File: src/core/tdcp_pkg.sv
// Shared constants, types and decoding helpers of the down counter block
package tdcp_pkg;

  // ****************************************
  // Port offsets and base address
  // ****************************************
  localparam logic [1:0] COUNTER_ZERO_DATA = 2'h0;
  localparam logic [1:0] COUNTER_ONE_DATA = 2'h1;
  localparam logic [1:0] COUNTER_TWO_DATA = 2'h2;
  localparam logic [1:0] COUNTER_CONTROL_BYTE = 2'h3;
  localparam logic [9:0] BASE_ADDR_DEFAULT = 10'h220;

  // ****************************************
  // Control byte fields
  // ****************************************
  localparam int COUNTER_SELECT_HI = 7;
  localparam int COUNTER_SELECT_LO = 6;
  localparam int ACCESS_FORMAT_HI = 5;
  localparam int ACCESS_FORMAT_LO = 4;
  localparam int OP_MODE_BIT2 = 3;
  localparam int OP_MODE_BIT0 = 1;
  localparam int DECIMAL_POS = 0;
  localparam logic [1:0] SEL_ILLEGAL = 2'h3;
  localparam logic [1:0] FMT_LATCH = 2'h0;
  localparam logic [1:0] FMT_LOW = 2'h1;
  localparam logic [1:0] FMT_HIGH = 2'h2;
  localparam logic [1:0] FMT_BOTH = 2'h3;

  // ****************************************
  // Reset values and rates
  // ****************************************
  localparam logic [1:0] FMT_RESET = FMT_LOW;
  localparam logic [15:0] COUNT_RESET = 16'h0000;
  localparam logic [7:0] RDATA_RESET = 8'h00;
  localparam int MCLK_KHZ = 25000;
  localparam int PACER_CLK_KHZ = 2000;

  typedef enum logic [2:0] {
    MODE_TC_EVENT, MODE_ONE_SHOT, MODE_RATE,
    MODE_SQUARE, MODE_SW_STROBE, MODE_HW_STROBE
  } tdcp_mode_e;

  function automatic tdcp_mode_e tdcp_decode_mode(input logic [2:0] m);
    case (m)
      3'h0: return MODE_TC_EVENT;
      3'h1: return MODE_ONE_SHOT;
      3'h4: return MODE_SW_STROBE;
      3'h5: return MODE_HW_STROBE;
      default: return m[0] ? MODE_SQUARE : MODE_RATE;
    endcase
  endfunction

  // One step down, binary or four decimal digits
  function automatic logic [15:0] tdcp_dec(input logic [15:0] v,
                                            input logic bcd);
    logic [15:0] r;
    logic borrow;
    r = v - 16'h0001;
    borrow = 1'b1;
    if (bcd) begin
      for (int i = 0; i < 4; i++) begin
        r[4*i +: 4] = v[4*i +: 4];
        if (borrow) begin
          if (v[4*i +: 4] == 4'h0) begin
            r[4*i +: 4] = 4'h9;
          end else begin
            r[4*i +: 4] = v[4*i +: 4] - 4'h1;
            borrow = 1'b0;
          end
        end
      end
    end
    return r;
  endfunction

endpackage

File: src/core/tdcp_top.sv
// Host byte port block with three down counters and the pacer chain
//
// How it works
// - Base plus zero to three select ports.
// - Bits 7:6 select counter; value three ignored.
// - Bits 5:4 pick low, high, or both bytes.
// - Format zero latches count for stable reads.
// - Two-byte access goes low byte then high.
// - Bits 3:1 choose mode; top ignored modes 2,3.
// - Bit 0 picks binary or decimal counting.
// - Binary spans 65535, decimal spans 9999.
// - Six modes from terminal count to strobes.
// - Counter 0 clock, gate, out on connector.
// - Base defaults to 220 hex, strap may change.
// - Counter 1 output clocks counter 2, pacer.
// - Pacer chain runs from internal 2 MHz.
`timescale 1ns/1ps
module tdcp_top
  import tdcp_pkg::*;
#(
  parameter int MCLK_KHZ_P = MCLK_KHZ,
  parameter int PACER_KHZ_P = PACER_CLK_KHZ
)(
  // Clock and reset
  input wire logic mclk_i,
  input wire logic rst_i,
  // Base address strap
  input wire logic [9:0] base_addr_i,
  // Host byte port
  input wire logic [9:0] io_addr_i,
  input wire logic io_wr_i,
  input wire logic io_rd_i,
  input wire logic [7:0] io_wdata_i,
  output logic [7:0] io_rdata_o,
  output logic io_rvalid_o,
  // Timer connector
  input wire logic timer_connector_clk0_i,
  input wire logic timer_connector_gate0_i,
  input wire logic timer_connector_gate1_i,
  input wire logic timer_connector_gate2_i,
  output logic timer_connector_out0_o,
  output logic timer_connector_out1_o,
  output logic timer_connector_out2_o,
  // Conversion trigger
  output logic ad_pacer_trig_o
);

  localparam int ACC_W = $clog2(MCLK_KHZ_P + 1);
  localparam logic [ACC_W:0] ACC_STEP = (ACC_W + 1)'(PACER_KHZ_P);
  localparam logic [ACC_W:0] ACC_MOD = (ACC_W + 1)'(MCLK_KHZ_P);
  // Idle cycles between pacer ticks: floor and ceiling of the ratio, each less one
  localparam int PACE_MIN = MCLK_KHZ_P / PACER_KHZ_P - 1;
  localparam int PACE_MAX = (MCLK_KHZ_P + PACER_KHZ_P - 1) / PACER_KHZ_P - 1;

  if (PACER_KHZ_P <= 0 || PACER_KHZ_P * 2 > MCLK_KHZ_P) begin : g_chk
    $error("pacer rate must be above zero and at most half of mclk");
  end

  typedef struct packed {
    logic [9:0] base;
    logic base_ok;
    logic [2:0][1:0] fmt;
    logic [2:0] wr_hi;
    logic [2:0] rd_hi;
    logic [2:0] latched;
    logic [2:0][15:0] lat;
    logic [2:0][7:0] lo_stage;
    logic [7:0] rdata;
    logic rvalid;
    logic [ACC_W-1:0] acc;
    logic pace_tick;
    logic clk0_q;
    logic out1_q;
    logic out2_q;
    logic trig;
    logic [ACC_W-1:0] pace_gap;
    logic pace_seen;
  } tdcp_top_s;

  tdcp_top_s s_r;
  tdcp_top_s s_nxt;
  logic [2:0] tick;
  logic [2:0] gate;
  logic [2:0][15:0] cnt_w;
  logic [2:0] out_w;
  logic [2:0] ctrl_wr;
  logic [2:0] load;
  logic [2:0][15:0] load_val;
  logic wr_hit;
  logic rd_hit;
  logic [1:0] off;
  logic [1:0] sel;
  logic [ACC_W:0] acc_sum;

  // Base must sit on a four-port boundary
  function automatic logic port_hit(input logic [9:0] a,
                                    input logic [9:0] b);
    return a[9:2] == b[9:2];
  endfunction

  assign wr_hit = io_wr_i && port_hit(io_addr_i, s_r.base);
  assign rd_hit = io_rd_i && port_hit(io_addr_i, s_r.base);
  assign off = io_addr_i[1:0];
  assign sel = io_wdata_i[COUNTER_SELECT_HI:COUNTER_SELECT_LO];
  assign acc_sum = {1'b0, s_r.acc} + ACC_STEP;

  assign tick[0] = timer_connector_clk0_i && !s_r.clk0_q;
  assign tick[1] = s_r.pace_tick;
  assign tick[2] = out_w[1] && !s_r.out1_q;
  assign gate = {timer_connector_gate2_i, timer_connector_gate1_i,
                 timer_connector_gate0_i};

  always_comb begin
    logic [15:0] src;
    s_nxt = s_r;
    src = COUNT_RESET;
    ctrl_wr = 3'h0;
    load = 3'h0;
    load_val = '0;
    s_nxt.rvalid = 1'b0;
    s_nxt.clk0_q = timer_connector_clk0_i;
    s_nxt.out1_q = out_w[1];
    s_nxt.out2_q = out_w[2];
    s_nxt.trig = out_w[2] && !s_r.out2_q;
    // Strap is caught once, on the first edge after reset release
    if (!s_r.base_ok) begin
      s_nxt.base = base_addr_i;
      s_nxt.base_ok = 1'b1;
    end
    // Fractional divider gives an average 2 MHz count clock
    s_nxt.pace_tick = acc_sum >= ACC_MOD;
    s_nxt.acc = (acc_sum >= ACC_MOD) ? ACC_W'(acc_sum - ACC_MOD)
                                     : ACC_W'(acc_sum);
    // Gap since the last pacer tick, saturating, for the rate check
    if (s_r.pace_tick) begin
      s_nxt.pace_gap = '0;
      s_nxt.pace_seen = 1'b1;
    end else if (s_r.pace_gap != '1) begin
      s_nxt.pace_gap = s_r.pace_gap + ACC_W'(1);
    end
    if (wr_hit && off == COUNTER_CONTROL_BYTE && sel != SEL_ILLEGAL) begin
      if (io_wdata_i[ACCESS_FORMAT_HI:ACCESS_FORMAT_LO] == FMT_LATCH) begin
        if (!s_r.latched[sel]) begin
          s_nxt.latched[sel] = 1'b1;
          s_nxt.lat[sel] = cnt_w[sel];
        end
      end else begin
        ctrl_wr[sel] = 1'b1;
        s_nxt.fmt[sel] = io_wdata_i[ACCESS_FORMAT_HI:ACCESS_FORMAT_LO];
        s_nxt.wr_hi[sel] = 1'b0;
        s_nxt.rd_hi[sel] = 1'b0;
        s_nxt.latched[sel] = 1'b0;
      end
    end else if (wr_hit && off != COUNTER_CONTROL_BYTE) begin
      case (s_r.fmt[off])
        FMT_HIGH: begin
          load[off] = 1'b1;
          load_val[off] = {io_wdata_i, 8'h00};
        end
        FMT_BOTH: begin
          s_nxt.wr_hi[off] = !s_r.wr_hi[off];
          if (s_r.wr_hi[off]) begin
            load[off] = 1'b1;
            load_val[off] = {io_wdata_i, s_r.lo_stage[off]};
          end else begin
            s_nxt.lo_stage[off] = io_wdata_i;
          end
        end
        default: begin
          load[off] = 1'b1;
          load_val[off] = {8'h00, io_wdata_i};
        end
      endcase
    end
    if (rd_hit) begin
      s_nxt.rvalid = 1'b1;
      s_nxt.rdata = RDATA_RESET;
      if (off != COUNTER_CONTROL_BYTE) begin
        src = s_r.latched[off] ? s_r.lat[off] : cnt_w[off];
        case (s_r.fmt[off])
          FMT_HIGH: begin
            s_nxt.rdata = src[15:8];
            s_nxt.latched[off] = 1'b0;
          end
          FMT_BOTH: begin
            s_nxt.rdata = s_r.rd_hi[off] ? src[15:8] : src[7:0];
            s_nxt.rd_hi[off] = !s_r.rd_hi[off];
            if (s_r.rd_hi[off]) begin
              s_nxt.latched[off] = 1'b0;
            end
          end
          default: begin
            s_nxt.rdata = src[7:0];
            s_nxt.latched[off] = 1'b0;
          end
        endcase
      end
    end
  end

  always_ff @(posedge mclk_i or posedge rst_i) begin
    if (rst_i) begin
      s_r <= '{base: BASE_ADDR_DEFAULT, fmt: {3{FMT_RESET}},
               lat: '0, lo_stage: '0, rdata: RDATA_RESET, acc: '0,
               default: '0};
    end else begin
      s_r <= s_nxt;
    end
  end

  for (genvar i = 0; i < 3; i++) begin : g_cnt
    tdcp_counter u_cnt (
      .mclk_i(mclk_i),
      .rst_i(rst_i),
      .tick_i(tick[i]),
      .gate_i(gate[i]),
      .ctrl_wr_i(ctrl_wr[i]),
      .ctrl_mode_i(io_wdata_i[OP_MODE_BIT2:OP_MODE_BIT0]),
      .ctrl_bcd_i(io_wdata_i[DECIMAL_POS]),
      .load_i(load[i]),
      .load_val_i(load_val[i]),
      .count_o(cnt_w[i]),
      .out_o(out_w[i])
    );
  end

  assign io_rdata_o = s_r.rdata;
  assign io_rvalid_o = s_r.rvalid;
  assign timer_connector_out0_o = out_w[0];
  assign timer_connector_out1_o = out_w[1];
  assign timer_connector_out2_o = out_w[2];
  assign ad_pacer_trig_o = s_r.trig;

  wire ctl_wr = wr_hit && off == COUNTER_CONTROL_BYTE;
endmodule

File: src/core/tdcp_counter.sv
// One 16-bit down counter with its six output modes
`timescale 1ns/1ps
module tdcp_counter
  import tdcp_pkg::*;
(
  // Clock and reset
  input wire logic mclk_i,
  input wire logic rst_i,
  // Count clock and gate
  input wire logic tick_i,
  input wire logic gate_i,
  // Programming from the port side
  input wire logic ctrl_wr_i,
  input wire logic [2:0] ctrl_mode_i,
  input wire logic ctrl_bcd_i,
  input wire logic load_i,
  input wire logic [15:0] load_val_i,
  // State
  output logic [15:0] count_o,
  output logic out_o
);

  typedef struct packed {
    tdcp_mode_e mode;
    logic bcd;
    logic [15:0] init;
    logic [15:0] cnt;
    logic loaded;
    logic pend;
    logic run;
    logic trig;
    logic gate_q;
    logic out;
  } tdcp_cnt_s;

  tdcp_cnt_s s_r;
  tdcp_cnt_s s_nxt;
  logic [15:0] dec1;
  logic [15:0] dec2;
  logic [15:0] half;

  assign dec1 = tdcp_dec(s_r.cnt, s_r.bcd);
  assign dec2 = tdcp_dec(dec1, s_r.bcd);
  // Odd counts in square mode run both halves at count minus one
  assign half = {s_r.init[15:1], 1'b0};

  always_comb begin
    s_nxt = s_r;
    s_nxt.gate_q = gate_i;
    if (ctrl_wr_i) begin
      s_nxt.mode = tdcp_decode_mode(ctrl_mode_i);
      s_nxt.bcd = ctrl_bcd_i;
      s_nxt.loaded = 1'b0;
      s_nxt.pend = 1'b0;
      s_nxt.run = 1'b0;
      s_nxt.trig = 1'b0;
      s_nxt.out = (tdcp_decode_mode(ctrl_mode_i) != MODE_TC_EVENT);
    end else if (load_i) begin
      s_nxt.init = load_val_i;
      s_nxt.loaded = 1'b1;
      s_nxt.pend = 1'b1;
      s_nxt.trig = 1'b0;
      if (s_r.mode == MODE_TC_EVENT) begin
        s_nxt.out = 1'b0;
      end
    end else if (tick_i) begin
      s_nxt.trig = 1'b0;
      s_nxt.pend = 1'b0;
      case (s_r.mode)
        MODE_TC_EVENT: begin
          if (s_r.pend) begin
            s_nxt.cnt = s_r.init;
            s_nxt.run = 1'b1;
          end else if (s_r.run && gate_i) begin
            s_nxt.cnt = dec1;
            if (s_r.cnt == 16'h0001) begin
              s_nxt.out = 1'b1;
            end
          end
        end
        MODE_ONE_SHOT: begin
          if (s_r.trig && s_r.loaded) begin
            s_nxt.cnt = s_r.init;
            s_nxt.run = 1'b1;
            s_nxt.out = 1'b0;
          end else if (s_r.run) begin
            s_nxt.cnt = dec1;
            if (s_r.cnt == 16'h0001) begin
              s_nxt.out = 1'b1;
              s_nxt.run = 1'b0;
            end
          end
        end
        MODE_RATE, MODE_SQUARE: begin
          if ((s_r.pend || s_r.trig) && s_r.loaded) begin
            s_nxt.cnt = (s_r.mode == MODE_RATE) ? s_r.init : half;
            s_nxt.run = 1'b1;
            s_nxt.out = 1'b1;
          end else if (s_r.run && gate_i) begin
            if (s_r.mode == MODE_SQUARE) begin
              s_nxt.cnt = (s_r.cnt == 16'h0002) ? half : dec2;
              if (s_r.cnt == 16'h0002) begin
                s_nxt.out = !s_r.out;
              end
            end else if (s_r.cnt == 16'h0001) begin
              s_nxt.cnt = s_r.init;
              s_nxt.out = 1'b1;
            end else begin
              s_nxt.cnt = dec1;
              s_nxt.out = (s_r.cnt != 16'h0002);
            end
          end
        end
        MODE_SW_STROBE, MODE_HW_STROBE: begin
          if ((s_r.mode == MODE_SW_STROBE) ? s_r.pend
              : (s_r.trig && s_r.loaded)) begin
            s_nxt.cnt = s_r.init;
            s_nxt.run = 1'b1;
            s_nxt.out = 1'b1;
          end else if (s_r.run && (gate_i ||
                       s_r.mode == MODE_HW_STROBE)) begin
            s_nxt.cnt = dec1;
            if (s_r.cnt == 16'h0001) begin
              s_nxt.out = 1'b0;
              s_nxt.run = 1'b0;
            end
          end else begin
            s_nxt.out = 1'b1;
          end
        end
        default: s_nxt.run = 1'b0;
      endcase
    end
    // A gate edge arriving as a trigger is consumed is kept
    if (gate_i && !s_r.gate_q && !ctrl_wr_i) begin
      s_nxt.trig = 1'b1;
    end
    if (!gate_i && (s_r.mode == MODE_RATE || s_r.mode == MODE_SQUARE)) begin
      s_nxt.out = 1'b1;
    end
  end

  always_ff @(posedge mclk_i or posedge rst_i) begin
    if (rst_i) begin
      s_r <= '{mode: MODE_TC_EVENT, bcd: 1'b0, init: COUNT_RESET,
               cnt: COUNT_RESET, out: 1'b0, default: 1'b0};
    end else begin
      s_r <= s_nxt;
    end
  end

  assign count_o = s_r.cnt;
  assign out_o = s_r.out;

  wire quiet = !ctrl_wr_i && !load_i;
endmodule

File: config.mk
export PLATFORM = sky130hd
export DESIGN_NAME = tdcp_top
export DESIGN_NICKNAME = d
export VERILOG_FILES = /design/src/core/tdcp_pkg.sv /design/src/core/tdcp_top.sv /design/src/core/tdcp_counter.sv
export SDC_FILE = /design/constraint.sdc
export NUM_CORES = 1
export LEC_CHECK = 0
export ABC_AREA = 1
export CORE_MARGIN = 4
export CORE_UTILIZATION = 50
export CTS_BUF_LIST = sky130_fd_sc_hd__clkbuf_2 sky130_fd_sc_hd__clkbuf_4 sky130_fd_sc_hd__clkbuf_8
export DETAILED_ROUTE_END_ITERATION = 12
export DONT_BUFFER_PORTS = 1
export GPL_TIMING_DRIVEN = 0
export PLACE_DENSITY = 0.72
export SYNTH_ARGS = -nofsm -noshare
export SYNTH_HDL_FRONTEND = slang
export SYNTH_SLANG_ARGS = --single-unit
File: constraint.sdc
create_clock -name mclk_i -period 8 [get_ports mclk_i]
set_clock_uncertainty 0.15 [all_clocks]
set_input_delay 1.6 -clock mclk_i [delete_from_list [all_inputs] [get_ports mclk_i]]
set_output_delay 1.6 -clock mclk_i [all_outputs]
set_load 0.01 [all_outputs]
==> metrics.txt <==
outcome finished clean; PortBufs 0; Row Count 73; Synth Area per Inst between 6 and 7 um^2; f_max roughly 240 MHz; flops & latches, synth between 200 and 250; initial antenna violation count 1; DRT iter0 DRCs 3181; Reg area ~6200 um^2; Post-synth EDFFs 0; Mapped Cells 3155; share of cells above drive strength 1 a little over 7%; largest net degree at the start of global routing approximately 40; max_slew headroom 5.446%; DR WL met2 between 30 and 40 mm; Hold WC Path Type flip-flop to flip-flop; CP Launch Type input pin; P&R area growth vs syn 8.787%; Worst-Margin Slew approximately 1.4 ns; Yosys warning count 0; Crit-path slowest cell nor2_2; CORE AREA around 40000 um^2; leakage slightly above 0.01 uW; crit path capture type flip-flop; met3 wire length slightly below 8 mm; Clock Root Buffer clkbuf_8; proportion of netlist area held by the largest area contributor between 30 and 40%; max_cap viols 0; first-pass GRT wire length between 100 and 150 mm; post-cts sizing count 0; vias per cell between 6 and 7; # H-tree levels 2; die width 209.0 um; Ports 49; Setup Buffers After CTS 0; multi-input logic area approximately 12000 um^2; cell taking the most area after synthesis dfrtp_1; min cycle time layout ~4.2 ns; Highest Signal Layer met5; critical path, cell by cell inv_1, nand2_1, nand4_1, nor2_1, and2_1, nand2_1, nor2_1, o21ai_2, nor2_2, nand2_2, inv_2, nor2_4, nand2_2, buf_4, nor2_1, o211ai_1, nand2_1, inv_1; TNS Setup 0 ns; Crit path largest cell delay 0.28 ns; Initial Utilization 50.70%; worst path arrival time 4.57 ns; FILL cells 4078; drt wl/cell 21.64 um; Detailed Place HPWL 61.86 mm; total gr overflow 0; CTS Buf Count 47; CTS Hold Bufs 0; Crit Path Category input pin to flip-flop; Hold Fails Final Rpt 0; Clock Latency Late Sink ~0.67 ns; Synth area leaders dfrtp_1 30%, nand2_1 15%, o21ai_0 8.2%; Final Max Tran Viols 0; Data required, critical path between 8 and 9 ns; Final Wtd Congestion ~0.98; RSZ-0062 raised after global routing false; peak supply drop 0.1375 mV; Final Setup Violations 0; FFs w/ async S/R, synth 100.0%; top_reg_cell synth dfrtp_1; wl on met1 ~32 mm; Clk pin slew, worst setup/hold paths ~0.06 ns; Initial DRT Pass Iterations 7; via count approximately 23000; Die Area around 44000 um^2; CTS sink cnt around 250; Yosys cell types between 60 and 70; CTS Buffer Depth 3; Die Ht between 200 and 250 um; Final Cycle Share a little over half; setup ws final 3.840 ns; Synth Cell Area 20190 um^2; CP max FO 10; GRT Util Overall between 30% and 40%; vias in the first global route ~22000; CTS tree done; antenna-violating nets left 0; Detailed Route WL between 80 and 90 mm; dpl ws between 3 and 4 ns; register area share after synthesis 30.77%; Post-route DRC 0; Nets roughly 3300; Synth Net Count 3211; P per Cell Area 171.0 nW/um^2; # diodes 0
-- metrics by stage --
step | power [uW] | hold WS [ns] | utilization [%] | cells | cell area (um^2)
5_1_grt | 3929 | 0.2662 | 55.16 | 3768 | 21970
6_report | 3756 | 0.2448 | 55.16 | 3768 | 21970
3_3_place_gp | 2351 | 0.2412 | 52.36 | 3680 | 20850
3_5_place_dp | 2370 | 0.2410 | 52.66 | 3686 | 20970
2_1_floorplan | 2064 | 0.2284 | - | 3155 | 20200
4_1_cts | 3743 | 0.2485 | 55.16 | 3768 | 21970
-- report_power, final --
group	switching, uW	internal [uW]
Clock	603	767
Sequential	110	1330
Combinational	674	275
-- worst max-delay path, delay by kind of cell --
| family | cells | cell delay, ns |
|---|---|---|
| buffers and inverters | 4 | 0.62 |
| AOI/OAI and AO/OA | 2 | 0.36 |
| and+or+nand+nor | 12 | 1.98 |
-- kinds of logic after synthesis --
| kind of cell | after synthesis | synth area share, % |
|---|---|---|
| simple gates | 1477 | 31.39 |
| compound gates | 828 | 23.78 |
| buf+inv | 528 | 10.29 |
| flops | 248 | 30.77 |
| xor+xnor | 45 | 2.101 |
| fa+ha+maj | 20 | 1.239 |
| mux | 8 | 0.4214 |
| other cells | 1 | 0.01857 |
-- synth_stat cells (9+ instances only) --
cell	number
a211oi_1	18
a21oi_1	221
a22oi_1	22
a31oi_1	15
a41oi_1	16
buf_1	12
buf_2	22
buf_4	12
clkbuf_1	91
clkinv_1	9
dfrtp_1	243
ha_1	20
inv_1	365
inv_2	11
nand2_1	833
nand2_2	22
nand3_1	226
nand4_1	37
nor2_1	267
nor2_2	21
nor2_4	14
nor3_1	31
o211ai_1	57
o21ai_0	331
o21ai_1	16
o221ai_1	15
o22ai_1	68
o31ai_1	14
xnor2_1	10
xor2_1	31
-- path summary, 6_finish.rpt --
check	cells past startpoint	end	slack, ns	start
worst min-delay path	1	ad_pacer_trig_o$_DFF_PP0_	0.24	s_r[17]$_DFF_PP0_
worst min register to register	1	ad_pacer_trig_o$_DFF_PP0_	0.24	s_r[17]$_DFF_PP0_
min in group asynchronous	1	g_cnt[2].u_cnt.out_o$_DFFE_PP0P_	0.79	rst_i
max in group asynchronous	4	s_r[111]$_DFFE_PP0P_	5.67	rst_i
worst max register to register	20	g_cnt[0].u_cnt.count_o[7]$_DFFE_PP0P_	3.98	g_cnt[0].u_cnt.count_o[0]$_DFFE_PP0P_
worst max-delay path	18	g_cnt[1].u_cnt.count_o[6]$_DFFE_PP0P_	3.84	io_addr_i[9]
-- placed cells by master, fill, tap and decap left out, drive strengths merged, types with 16 or more instances in the layout --
master  Yosys  final
nor3       34     34
buf        48     54
dfrtp     243    243
inv       379    379
nor2      304    304
a21oi     221    221
a211oi     19     19
o22ai      68     68
nand2     857    857
nand3     230    230
ha         20     20
o211ai     57     57
xor2       35     35
o21ai     353    353
clkbuf     92    164
a41oi      16     16
a22oi      22     22
nand4      37     37
-- area by class of cell --
cell class / instances / area share, %
multi-input combinational: 2379 / 54.18
sequential: 248 / 28.28
inverter: 388 / 6.681
clock buffer: 72 / 4.027
tap: 525 / 2.990
buffer: 140 / 2.797
timing repair buffer: 6 / 0.5468
clock inverter: 10 / 0.4956
-- routing by layer --
metal,vias up,global-route usage (%)
met3,262,6.170
li1,10660,-
met4,2,17.37
met2,1386,57.80
met5,-,0
met1,10880,47.85
-- flip-flops by register name (all words and copies together) (netlist names) --
register / count
s_r: 112
g_cnt.u_cnt.count_o: 48
g_cnt.u_cnt.half: 45
g_cnt.u_cnt.s_r: 30
io_rdata_o: 8
g_cnt.u_cnt.out_o: 3
ad_pacer_trig_o: 1
io_rvalid_o: 1
(Power assumes the default switching activity.)
